### config.mk
export PLATFORM = sky130hd
export DESIGN_NAME = dic_top
export DESIGN_NICKNAME = d
export VERILOG_FILES = /design/src/inc/dic_pkg.sv /design/src/design/dic_top.sv
export VERILOG_INCLUDE_DIRS = /design/src /design/src/inc
export SDC_FILE = /design/constraint.sdc
export NUM_CORES = 1
export LEC_CHECK = 0
export BUFFER_PORTS_ARGS = -buffer_cell sky130_fd_sc_hd__clkbuf_2
export CAP_MARGIN = 20
export CELL_PAD_IN_SITES_DETAIL_PLACEMENT = 2
export CELL_PAD_IN_SITES_GLOBAL_PLACEMENT = 2
export CORE_MARGIN = 10
export CORE_UTILIZATION = 32
export CTS_BUF_LIST = sky130_fd_sc_hd__clkbuf_4
export DETAILED_ROUTE_END_ITERATION = 16
export PLACE_DENSITY_LB_ADDON = 0.1
export SYNTH_ARGS = -nofsm -noshare
export SYNTH_HDL_FRONTEND = slang
export SYNTH_SLANG_ARGS = --single-unit
### constraint.sdc
create_clock -name mclk -period 1.9 [get_ports mclk]
set_clock_uncertainty 0.2 [all_clocks]
set_input_delay 0.095 -clock mclk [delete_from_list [all_inputs] [get_ports mclk]]
set_output_delay 0.095 -clock mclk [all_outputs]
set_load 0.01 [all_outputs]
### src/inc/dic_defines.svh
`ifndef DIC_DEFINES_SVH
`define DIC_DEFINES_SVH
// What this block does
// sample data enters the digital path only while transmit_gate is high
// gate low forces the digital section to zero and ignores both buses
// gate-marked interleave: first sample after gate rise is A, then alternate
// with B-marker enabled, a sample with the B flag high is channel B
// source raises the B flag with every channel B sample
// serial data pin is two-way in 3-wire mode, input only in 4-wire mode
// serial port comes up in 3-wire mode after chip reset
// serial_read_out is high impedance while 3-wire mode is selected
// 4-wire reads return on serial_read_out; serial data pin stays input
// host frames transfers with serial_select_n low; always an input
// chip_reset_n low resets all logic; pulled high when undriven (here rst_n leaves the pin synchronisers and power-down flops unreset)
// sleep high enters power-down asynchronously; pulled low when undriven
// phase_sync_strobe can initialise oscillator, mixer, divider, fifo
// pll mode: lock pin shows lock (high only when locked) or clock
// external clock mode: lock pin shows a clock at the input rate
// reference_select_pin drives only while analog_test_field is nonzero
// true output full scale at all ones, complement at all zeros
// factory_test_pin held at digital ground in normal use
// bit 15 is the msb by default; a register bit reverses the order
// input_rate_clock paces input in pll/dual modes; unused with fifo off
// gate-marked alternation restarts at channel A on each gate rise

// =======================================
// register offsets
`define DIC_CTRL_OFS 8'h00
`define DIC_SYNC_OFS 8'h01
`define DIC_STAT_OFS 8'h02
`define DIC_SPI_OFS 8'h08
`define DIC_ANALOG_TEST_FIELD_OFS 8'h1b
// =======================================
// field positions
`define DIC_CTRL_IL 0
`define DIC_CTRL_BMARK 1
`define DIC_CTRL_BREV 2
`define DIC_CTRL_FIFO 3
`define DIC_CTRL_CKM_LO 4
`define DIC_CTRL_CKM_HI 5
`define DIC_CTRL_LKCLK 6
`define DIC_SPI_4W 1
`define DIC_ANALOG_TEST_FIELD_LO 3
`define DIC_ANALOG_TEST_FIELD_HI 7
// =======================================
// reset values and timing
`define DIC_CTRL_RST 8'h00
`define DIC_SYNC_RST 4'h0
`define DIC_SPI_RST 8'h00
`define DIC_ANALOG_TEST_FIELD_RST 5'h00
`define DIC_RATE_DIV 8'h04
`endif

### src/inc/dic_pkg.sv
package dic_pkg;
    typedef enum logic [1:0] {
        DIC_CK_PLL = 2'b00,
        DIC_CK_DUAL = 2'b01,
        DIC_CK_EXT = 2'b10,
        DIC_CK_RSV = 2'b11
    } dic_ckmode_t;
    typedef enum logic {
        DIC_CH_A = 1'b0,
        DIC_CH_B = 1'b1
    } dic_chan_t;
    typedef struct packed {
        logic [15:0] a;
        logic [15:0] b;
    } dic_pair_t;
    typedef struct packed {
        logic nco;
        logic mixer;
        logic clkdiv;
        logic fifo;
    } dic_sync_t;
endpackage

### src/design/dic_top.sv
`timescale 1ns/1ps
`default_nettype none
`include "dic_defines.svh"
module dic_top (
    // clock and reset
    input wire logic mclk,
    input wire logic rst_n,
    // register port
    input wire logic [7:0] reg_addr,
    input wire logic [7:0] reg_wdata,
    input wire logic reg_wr,
    input wire logic reg_rd,
    output logic [7:0] reg_rdata,
    // sample pins
    input wire logic transmit_gate,
    input wire logic b_sample_flag,
    input wire logic input_rate_clock,
    input wire dic_pkg::dic_pair_t sample_in,
    // dac codes
    output dic_pkg::dic_pair_t dac_true,
    output dic_pkg::dic_pair_t dac_comp,
    output logic valid_a,
    output logic valid_b,
    // serial pins
    input wire logic serial_select_n,
    input wire logic ser_rd_bit,
    input wire logic ser_rd_en,
    output logic sdio_o,
    output logic sdio_oe,
    output logic serial_read_out,
    output logic serial_read_out_oe,
    // control pins
    input wire logic sleep,
    input wire logic phase_sync_strobe,
    input wire logic pll_locked,
    input wire logic reference_select_in,
    input wire logic factory_test_pin,
    output logic power_down,
    output dic_pkg::dic_sync_t sync_init,
    output logic loop_lock_out,
    output logic reference_select_o,
    output logic reference_select_oe
);
    // =======================================
    // pin synchronisers
    logic [6:0] s1_r, s2_r;
    logic [15:0] da1_r, da2_r, db1_r, db2_r;
    logic gate_s, flag_s, c1_s, sel_n_s, strb_s, lock_s, ref_s, ftest_s;
    assign {gate_s, flag_s, c1_s, sel_n_s, strb_s, lock_s, ref_s} = s2_r;
    logic ft1_r, ft2_r;
    assign ftest_s = ft2_r;
    always_ff @(posedge mclk) begin
        s1_r <= {transmit_gate, b_sample_flag, input_rate_clock,
                 serial_select_n, phase_sync_strobe, pll_locked, reference_select_in};
        s2_r <= s1_r;
        da1_r <= sample_in.a;
        da2_r <= da1_r;
        db1_r <= sample_in.b;
        db2_r <= db1_r;
        ft1_r <= factory_test_pin;
        ft2_r <= ft1_r;
    end

    // =======================================
    // registers
    logic [7:0] ctrl_r, ctrl_nxt, spi_r, spi_nxt, rdata_nxt;
    logic [3:0] sync_r, sync_nxt;
    logic [4:0] analog_test_field_r, analog_test_field_nxt;
    logic il, bmark, brev, fifo_en, lk_clk, four_wire;
    dic_pkg::dic_ckmode_t ckm;
    assign il = ctrl_r[`DIC_CTRL_IL];
    assign bmark = ctrl_r[`DIC_CTRL_BMARK];
    assign brev = ctrl_r[`DIC_CTRL_BREV];
    assign fifo_en = ctrl_r[`DIC_CTRL_FIFO];
    assign lk_clk = ctrl_r[`DIC_CTRL_LKCLK];
    assign ckm = dic_pkg::dic_ckmode_t'(ctrl_r[`DIC_CTRL_CKM_HI:`DIC_CTRL_CKM_LO]);
    assign four_wire = spi_r[`DIC_SPI_4W];
    dic_pkg::dic_chan_t ch_r, ch_nxt;

    always_comb begin
        ctrl_nxt = ctrl_r;
        sync_nxt = sync_r;
        spi_nxt = spi_r;
        analog_test_field_nxt = analog_test_field_r;
        rdata_nxt = 8'h00;
        if (reg_wr) begin
            if (reg_addr == `DIC_CTRL_OFS) begin
                ctrl_nxt = reg_wdata;
            end else if (reg_addr == `DIC_SYNC_OFS) begin
                sync_nxt = reg_wdata[3:0];
            end else if (reg_addr == `DIC_SPI_OFS) begin
                spi_nxt = reg_wdata;
            end else if (reg_addr == `DIC_ANALOG_TEST_FIELD_OFS) begin
                analog_test_field_nxt = reg_wdata[`DIC_ANALOG_TEST_FIELD_HI:`DIC_ANALOG_TEST_FIELD_LO];
            end
        end
        if (reg_rd) begin
            if (reg_addr == `DIC_CTRL_OFS) begin
                rdata_nxt = ctrl_r;
            end else if (reg_addr == `DIC_SYNC_OFS) begin
                rdata_nxt = {4'h0, sync_r};
            end else if (reg_addr == `DIC_STAT_OFS) begin
                rdata_nxt = {2'h0, ch_r == dic_pkg::DIC_CH_B, ftest_s, ref_s,
                             power_down, gate_s, lock_s};
            end else if (reg_addr == `DIC_SPI_OFS) begin
                rdata_nxt = spi_r;
            end else if (reg_addr == `DIC_ANALOG_TEST_FIELD_OFS) begin
                rdata_nxt = {analog_test_field_r, 3'h0};
            end
        end
    end

    always_ff @(posedge mclk) begin
        if (!rst_n) begin
            ctrl_r <= `DIC_CTRL_RST;
            sync_r <= `DIC_SYNC_RST;
            spi_r <= `DIC_SPI_RST;
            analog_test_field_r <= `DIC_ANALOG_TEST_FIELD_RST;
            reg_rdata <= 8'h00;
        end else begin
            ctrl_r <= ctrl_nxt;
            sync_r <= sync_nxt;
            spi_r <= spi_nxt;
            analog_test_field_r <= analog_test_field_nxt;
            reg_rdata <= rdata_nxt;
        end
    end

    // =======================================
    // power-down: sleep sets at once; release runs through two flops to avoid metastability
    logic pd1_r;
    always_ff @(posedge mclk or posedge sleep) begin
        if (sleep) begin
            pd1_r <= 1'b1;
            power_down <= 1'b1;
        end else begin
            pd1_r <= 1'b0;
            power_down <= pd1_r;
        end
    end

    // =======================================
    // sample path
    function automatic logic [15:0] dic_order(input logic [15:0] d, input logic rev);
        logic [15:0] r;
        r = d;
        if (rev) begin
            for (int i = 0; i < 16; i++) begin
                r[i] = d[15 - i];
            end
        end
        return r;
    endfunction

    logic gate_d_r, c1_d_r, gate_rise, strobe, take;
    logic [15:0] a_ord, b_ord;
    dic_pkg::dic_pair_t code_nxt;
    logic va_nxt, vb_nxt;
    assign gate_rise = gate_s & ~gate_d_r;
    // input_rate_clock paces input only while the fifo uses it
    assign strobe = fifo_en ? (c1_s & ~c1_d_r) : 1'b1;
    assign take = gate_s & strobe & ~power_down;
    assign a_ord = dic_order(da2_r, brev);
    assign b_ord = dic_order(db2_r, brev);

    always_comb begin
        code_nxt = '0;
        va_nxt = 1'b0;
        vb_nxt = 1'b0;
        ch_nxt = gate_s ? ch_r : dic_pkg::DIC_CH_A;
        if (gate_rise) begin
            ch_nxt = dic_pkg::DIC_CH_A;
        end
        if (take) begin
            code_nxt = {dac_true.a, dac_true.b};
            if (!il) begin
                code_nxt = {a_ord, b_ord};
                va_nxt = 1'b1;
                vb_nxt = 1'b1;
            end else if (bmark) begin
                // source must flag every b sample, not just the first
                if (flag_s) begin
                    code_nxt.b = a_ord;
                    vb_nxt = 1'b1;
                end else begin
                    code_nxt.a = a_ord;
                    va_nxt = 1'b1;
                end
            end else begin
                if (gate_rise || ch_r == dic_pkg::DIC_CH_A) begin
                    code_nxt.a = a_ord;
                    va_nxt = 1'b1;
                    ch_nxt = dic_pkg::DIC_CH_B;
                end else begin
                    code_nxt.b = a_ord;
                    vb_nxt = 1'b1;
                    ch_nxt = dic_pkg::DIC_CH_A;
                end
            end
        end else if (!gate_s || power_down) begin
            code_nxt = '0;
        end else begin
            code_nxt = dac_true;
        end
    end

    always_ff @(posedge mclk) begin
        if (!rst_n) begin
            gate_d_r <= 1'b0;
            c1_d_r <= 1'b0;
            ch_r <= dic_pkg::DIC_CH_A;
            dac_true <= '0;
            dac_comp <= '1;
            valid_a <= 1'b0;
            valid_b <= 1'b0;
        end else begin
            gate_d_r <= gate_s;
            c1_d_r <= c1_s;
            ch_r <= ch_nxt;
            dac_true <= code_nxt;
            dac_comp <= ~code_nxt;
            valid_a <= va_nxt;
            valid_b <= vb_nxt;
        end
    end

    // =======================================
    // serial pins; select is only ever sampled
    logic rd_act;
    assign rd_act = ~sel_n_s & ser_rd_en;
    always_ff @(posedge mclk) begin
        if (!rst_n) begin
            sdio_o <= 1'b0;
            sdio_oe <= 1'b0;
            serial_read_out <= 1'b0;
            serial_read_out_oe <= 1'b0;
        end else begin
            sdio_o <= ser_rd_bit;
            sdio_oe <= rd_act & ~four_wire;
            serial_read_out <= ser_rd_bit;
            serial_read_out_oe <= rd_act & four_wire;
        end
    end

    // =======================================
    // phase sync, lock pin, reference select
    logic strb_d_r;
    logic [7:0] div_r, div_nxt;
    logic rclk_r, rclk_nxt, lock_nxt;
    always_comb begin
        div_nxt = div_r + 8'h01;
        rclk_nxt = rclk_r;
        if (div_r == `DIC_RATE_DIV - 8'h01) begin
            div_nxt = 8'h00;
            rclk_nxt = ~rclk_r;
        end
        if (ckm == dic_pkg::DIC_CK_EXT) begin
            lock_nxt = rclk_r;
        end else if (lk_clk) begin
            lock_nxt = rclk_r;
        end else begin
            lock_nxt = lock_s;
        end
    end

    always_ff @(posedge mclk) begin
        if (!rst_n) begin
            strb_d_r <= 1'b0;
            sync_init <= '0;
            div_r <= 8'h00;
            rclk_r <= 1'b0;
            loop_lock_out <= 1'b0;
            reference_select_o <= 1'b0;
            reference_select_oe <= 1'b0;
        end else begin
            strb_d_r <= strb_s;
            sync_init <= (strb_s & ~strb_d_r) ? sync_r : 4'h0;
            div_r <= div_nxt;
            rclk_r <= rclk_nxt;
            loop_lock_out <= lock_nxt;
            reference_select_o <= 1'b1;
            reference_select_oe <= analog_test_field_r != 5'h00;
        end
    end
endmodule
`default_nettype wire

==> results.md, run 1 <==
- Outcome: completed
- R2R setup slack: 0.07 ns
- CTS tree: built
- Area Overhead vs Synth: 48.4%
- Distinct cells, synth: 45
- Peak VDD IR: approximately 0.45 mV
- Worst r2r src: ctrl_r[3]$_SDFFE_PN0P_
- Final setup vio count: 0
- Synthesized flop and latch total: between 200 and 250
- Crit end category: register
- Initial antenna violation count: 1
- Drt first-iter violations: slightly below 300
- Hold Crit Class: input port to register
- DIE WIDTH: 163 microns
- Total of max-cap violations: 0
- CTS Buffer Depth: 3
- Highest routing layer actually used: met4
- Syn nets: about 600
- Wirelength per Cell: around 20 microns
- CP Class: input port to register
- Critical path data arrival time: 2.23 ns
- Routed vias: around 5700
- Number of fill cells: just over 2000
- Nets: 935
- Crit path time final: 1.86 ns
- RSZ-0062 raised after global routing: yes
- Row count: 52
- Hpwl dp: around 15000 microns
- GR Overflow Total: 0
- Clock transition at the registers of the reported paths: ~0.07 ns
- Final setup margin: between 0.04 and 0.05 ns
- Gpl congestion: between 0.7 and 0.8
- Initial Util: 32.5%
- Worst skew pair latency: about 0.65 ns
- Fin Setup TNS: 0 ns
- EDFF count, synth: 0
- Mapped Area: around 0.0066 sq mm
- Synth top area share: about 61%
- Htree depth: 2
- Largest fanout on the critical path: 5
- First-pass GRT wire length: about 37000 microns
- Die H: roughly 160 microns
- Mapped Cells: approximately 550
- Vias in the first global route: around 6600
- Pre-CTS worst setup slack: -0.0515 ns
- Critical R2R Capture: reg_rdata[3]$_SDFF_PN0_
- Final ANT Viol Nets: 0
- Final hold slack: 0.0759 ns
- # IOs: about 150
- Layout cells sized above 1: roughly a third
- Leakage Power: 0.00411 uW
- Async SR Flop Fraction: 0.980%
- DRC violations left: 0
- Period utilization: 97.9%
- Placed Cells: around 950
- PwrDens: 930 mW/mm^2
- DR pass1 iterations: 5
- Core box area: between 0.02 and 0.025 sq mm
- Largest net degree at the start of global routing: 35
- Area contributors post-synth: dfxtp_1 61%, mux2i_1 8.1%, mux2_2 2.9%
- Via/cell ratio: slightly below 5
- Gr usage total: 17.6%
- Area leader, netlist: dfxtp_1
- Worst Reg-to-Reg Cells: 6
- Synth Flop Type: dfxtp_1
- Metal2 WL: 11700 microns
- Layout Cells excl Fill: around 1200
- Die ar.: 0.0267 sq mm
- Wire length on met1: between 10000 and 15000 microns
- Hold Path End: reg_rdata[5]$_SDFF_PN0_
- CP Launch Type: input port
- Achievable Freq: between 0.5 and 0.6 GHz
- Port Buf Inserts: 148
- Most frequent cell after synthesis: dfxtp_1
- Final Max Slew Viols: 0
- Sequential area share after synthesis: slightly above 60%
- WL final: ~24000 microns
- Final hold violation count: 0
- Data required time of the critical path: 2.27 ns
- Syn. warnings: 0
- Routed wl met3: approximately 1400 microns
- Total CTS buffers: 55
- Most frequent cells after synthesis: 202 x dfxtp_1, 53 x mux2i_1, 30 x nor2_1
- Hold path startpoint: reg_addr[1]
- Hold path depth: 6
- CTS root buf: clkbuf_4
- Syn Area/Cell: approximately 12 sq um
- TritonCTS Sinks: between 200 and 250
-- area by class of cell --
cell class              count  area [sq um]  area share (%)
multi-input cells         306          2330            23.8
flip-flops and latches    204          4100            42.0
clock buffers              87           653            6.69
repair buffers            297          2270            23.3
well taps                 270           338            3.46
inverters                   7          26.3           0.269
clock inverters            10          47.5           0.487
diodes                      1          2.50          0.0256
-- routing by layer --
metal	global-route usage, %	up-vias
met1	20.9	2802
li1	-	2702
met5	0	-
met2	30.3	149
met4	5.29	0
met3	4.68	34
-- logic make-up (layout without fill, tap and decap cells) --
group / count (synthesis) / count (layout) / synth area share, %
other cells: 1 / 2 / 0.0570
flops: 204 / 204 / 62.3
buf+inv: 41 / 401 / 2.72
fa+ha+maj: 1 / 1 / 0.190
simple gates: 109 / 109 / 8.60
xor+xnor: 7 / 7 / 0.932
mux: 70 / 70 / 11.0
compound gates: 118 / 118 / 14.2
-- where the power goes --
part           internal, uW  switching, uW  total [uW]  leakage (uW)
Sequential             4450           89.0        4530       0.00169
Clock                  2060           1810        3880      0.000419
Combinational           349            316         664       0.00200
Total                  6860           2220        9080       0.00411
-- flip-flops by register name (all words and copies together), names as in the netlist, 4 cells and up --
signal	flops
reg_rdata	8
da2_r	16
dac_true	32
spi_r	8
db1_r	16
s2_r	7
db2_r	16
ctrl_r	8
sync_init	4
analog_test_field_r	5
da1_r	16
s1_r	7
sync_r	4
dac_comp	32
div_r	8
-- critical path, cell delays in order --
cell and delay (ns):
clkbuf_2 0.15, nor2_2 0.17, dlygate4sd3_1 0.65, nand3b_1 0.13, dlygate4sd3_1 0.62, o32a_1 0.30
nor2_1 0.11
-- stage by stage --
step                cell area [sq um]  util (%)  power (uW)
global placement                 7740      38.3        5070
CTS                              9750      48.2        9180
floorplan                        6580         -        4830
detailed placement               7740      38.3        5100
global route                     9760      48.3        9590
finish                           9760      48.3        9080
-- worst max-delay path by stage --
stage / startpoint / end
after floorplan: power_down$_DFF_PP1_ / dac_comp[10]$_SDFF_PN1_
after detailed placement: s2_r[6]$_DFF_P_ / dac_comp[7]$_SDFF_PN1_
after CTS: ctrl_r[3]$_SDFFE_PN0P_ / reg_rdata[3]$_SDFF_PN0_
after global placement: s2_r[6]$_DFF_P_ / dac_comp[9]$_SDFF_PN1_
final: reg_addr[3] / reg_rdata[6]$_SDFF_PN0_
after global routing: ctrl_r[3]$_SDFFE_PN0P_ / reg_rdata[3]$_SDFF_PN0_
-- timing repair --
item                                    CTS  global route
setup buffers                             0             0
hold endpoints to repair                160            25
gates cloned                              0             0
pin swaps                                 0             0
resized for setup                         1             7
endpoints found under the setup margin   16            51
hold buffers                            130             2
-- layout by cell type (no fill, tap or decap), types with 4 or more instances in the layout --
| cell type | synthesis | routed |
|---|---|---|
| o21ai_1 | 2 | 4 |
| mux2i_1 | 53 | 53 |
| mux2_2 | 17 | 17 |
| o21ai_0 | 27 | 24 |
| buf_12 | 0 | 7 |
| xor2_1 | 6 | 6 |
| dfxtp_1 | 202 | 201 |
| nand2_1 | 19 | 18 |
| nor2_1 | 30 | 29 |
| a22oi_1 | 8 | 7 |
| o221a_2 | 15 | 15 |
| clkbuf_4 | 0 | 87 |
| o221ai_1 | 15 | 15 |
| a221o_1 | 16 | 16 |
| clkbuf_2 | 0 | 148 |
| buf_4 | 4 | 12 |
| o22ai_1 | 4 | 4 |
| and3_1 | 5 | 5 |
| nor3_1 | 4 | 4 |
| a21oi_1 | 6 | 4 |
| nand3_1 | 22 | 22 |
| dlygate4sd3_1 | 0 | 130 |
| clkinv_1 | 1 | 8 |
| a221oi_1 | 16 | 16 |
| nor2b_1 | 7 | 7 |
| and2_1 | 10 | 9 |
| inv_1 | 6 | 6 |
No activity file was read; power rests on OpenSTA's default activity.
==> run 2: changes to the inputs <==
--- a/config.mk
+++ b/config.mk
@@ -15,6 +15,7 @@
 export CTS_BUF_LIST = sky130_fd_sc_hd__clkbuf_4
 export DETAILED_ROUTE_END_ITERATION = 16
 export PLACE_DENSITY_LB_ADDON = 0.1
+export SETUP_SLACK_MARGIN = 0.2
 export SYNTH_ARGS = -nofsm -noshare
 export SYNTH_HDL_FRONTEND = slang
 export SYNTH_SLANG_ARGS = --single-unit
==> constraint.sdc (replaced) <==
create_clock -name mclk -period 1.6 [get_ports mclk]
set_clock_uncertainty 0.2 [all_clocks]
set_input_delay 0.08 -clock mclk [delete_from_list [all_inputs] [get_ports mclk]]
set_output_delay 0.08 -clock mclk [all_outputs]
set_load 0.01 [all_outputs]
==> run 2 against run 1 <==
The run now ends with hold timing, setup timing left. Clock power grew 25%. Clock-buffer cell count unchanged. Sequential share of layout area shrank 3.9 points. Total power up 26%. Setup slack lost 0.32 ns. Combinational power is 67% higher. Via count is 6.2% higher. Routed wire length up 31%. Cell count up 3.0%. Non-clock buffer count is 35 higher. Critical path type is now register to register.
==> results.md, run 2 (synthesis results as in run 1) <==
- Data required time of the critical path: around 2 ns
- Combinational fraction of design power: approximately 9.7%
- CP Launch Type: register
- PwrDens: around 1000 mW/mm^2
- Slew HR: 66.7%
- Worst Max-Slew Pin Slew: slightly below 0.5 ns
- Most frequent cells in the layout: 119 x dfxtp_1, 104 x dlygate4sd3_1, 87 x clkbuf_4, 80 x dfxtp_2, 69 x buf_6
- Layout Utilization: 54.7%
- Area Overhead vs Synth: 68.2%
- Gpl congestion: 0.760
- Int Pwr: between 8000 and 9000 uW
- WL final: roughly 31000 microns
- Wirelength per Cell: 25.5 microns
- Critical path data arrival time: 2.27 ns
- Total CTS buffers: 55
- Hpwl dp: around 15000 microns
- Htree depth: 2
- DR pass1 iterations: 4
- Drt first-iter violations: ~230
- Largest fanout on the critical path: 16
- Routed vias: between 6000 and 7000
- Peak VDD IR: just over 0.9 mV
- Initial Util: between 30 and 40%
- Final setup margin: -0.279 ns
- Final setup vio count: 72
- Worst skew pair latency: about 0.71 ns
- Crit path time final: 1.88 ns
- Via/cell ratio: 4.96
- Most common cell after layout, fill and taps aside: dfxtp_1
- Initial antenna violation count: 2
- CP Class: register to register
- CTS Buffer Depth: 3
- Final Max Slew Viols: 0
- Reg area: 0.00421 sq mm
- Largest net degree at the start of global routing: 33
- Post-place instance area: around 0.0079 sq mm
- Nets: 970
- Total of max-cap violations: 0
- Switching portion of total power: 26.8%
- Die H: 163 microns
- Core box area: around 0.020 sq mm
- RSZ-0062 raised after global routing: yes
- Port Buf Inserts: 148
- CTS root buf: clkbuf_4
- CTS tree: built
- Failing checks: hold timing, setup timing
- Row count: 52
- Total Power: roughly 11000 uW
- Fin Setup TNS: -11.95 ns
- # IOs: 149
- Vias in the first global route: between 6000 and 7000
- P_sw: roughly 3000 uW
- Final hold slack: -0.329 ns
- Layout cells sized above 1: between 50% and 60%
- First-pass GRT wire length: around 40000 microns
- Final Cell Area: roughly 0.011 sq mm
- TritonCTS Sinks: about 200
- Gr usage total: a little under a fifth
- Final ANT Viol Nets: 0
- GR Overflow Total: 0
- Die ar.: about 0.027 sq mm
- Clock transition at the registers of the reported paths: approximately 0.080 ns
- Seq pwr share: 47.7%
- Outcome: complete, but fails checks
- Number of fill cells: roughly 1900
- Crit end category: register
- Clock share of power: a little over two fifths
- DIE WIDTH: ~160 microns
- Final hold violation count: 30
- Hold Crit Class: input port to register
- Leakage Power: roughly 0.0046 uW
- DRC violations left: 0
- Period utilization: 117%
- Achievable Freq: roughly 0.53 GHz
- Multi-input logic area: around 0.0027 sq mm
- Biggest regs: dac_comp x32, dac_true x32
-- run 2: cell types whose count changed in the layout (fill, tap and decap cells not counted), moves of 11 or more --
cell / before / now
a221oi_2: 0 / 13
dfxtp_1: 201 / 119
clkbuf_2: 148 / 62
dlygate4sd3_1: 130 / 104
buf_4: 12 / 61
buf_8: 0 / 11
o221ai_1: 15 / 3
o221ai_2: 0 / 12
dfxtp_2: 1 / 80
buf_6: 0 / 69
a221oi_1: 16 / 2
-- run 2: final cells by class --
| type | instances | share of cell area, % |
|---|---|---|
| flip-flops and latches | 204 | 38.0 |
| clock buffers | 87 | 5.90 |
| repair buffers | 332 | 28.3 |
| diodes | 1 | 0.0226 |
| multi-input cells | 306 | 24.2 |
| clock inverters | 10 | 0.339 |
| well taps | 270 | 3.05 |
| inverters | 7 | 0.237 |
-- run 2: worst paths after layout --
path                                startpoint  depth (start not counted)  slack [ns]                 endpoint
max reg2reg                gate_d_r$_SDFF_PN0_                          5       -0.28   dac_comp[2]$_SDFF_PN1_
max                        gate_d_r$_SDFF_PN0_                          5       -0.28   dac_comp[2]$_SDFF_PN1_
min in group asynchronous                sleep                          4        0.38     power_down$_DFF_PP1_
min                                reg_addr[7]                          5       -0.33  reg_rdata[3]$_SDFF_PN0_
min reg2reg                  db1_r[14]$_DFF_P_                          0        0.12        db2_r[14]$_DFF_P_
max in group asynchronous                sleep                          4        0.78          pd1_r$_DFF_PP1_
-- run 2: per-stage QoR --
step / cells / worst slack, ns
2_1_floorplan: 551 / -0.131
3_3_place_gp: 965 / -0.100
3_5_place_dp: 965 / -0.142
4_1_cts: 1195 / -0.151
5_1_grt: 1217 / -0.315
6_report: 1217 / -0.279
-- run 2: worst max-delay path, stage by stage (launching register included) --
cell and delay [ns]:
dfxtp_1 0.37, nand2b_1 0.22, a22o_1 0.23, buf_12 0.21, mux2i_1 0.37, a221o_1 0.22
-- run 2: power groups by stage --
stage / clock network (uW) / registers (uW) / logic [uW]
global placement: 0 / 5490 / 565
finish: 4860 / 5440 / 1110
floorplan: 0 / 5490 / 257
CTS: 4690 / 5400 / 888
global route: 5280 / 5450 / 1180
detailed placement: 0 / 5500 / 593
-- run 2: metal layers --
metal	share of wire (%)	global-route usage [%]	up-vias
met2	54	33.1	179
li1	-	-	2766
met4	2.9	5.66	0
met3	4.9	4.78	62
met5	0	0	-
met1	39	21.7	3032
-- run 2: what timing repair did --
| item | 4_1_cts | 5_1_grt |
|---|---|---|
| pin swaps | 2 | 14 |
| setup buffers | 27 | 19 |
| endpoints found under the setup margin | 160 | 178 |
| cloned | 1 | 2 |
| endpoints found under the hold margin | 97 | 48 |
| hold buffers | 105 | 2 |
| resized for setup | 99 | 231 |
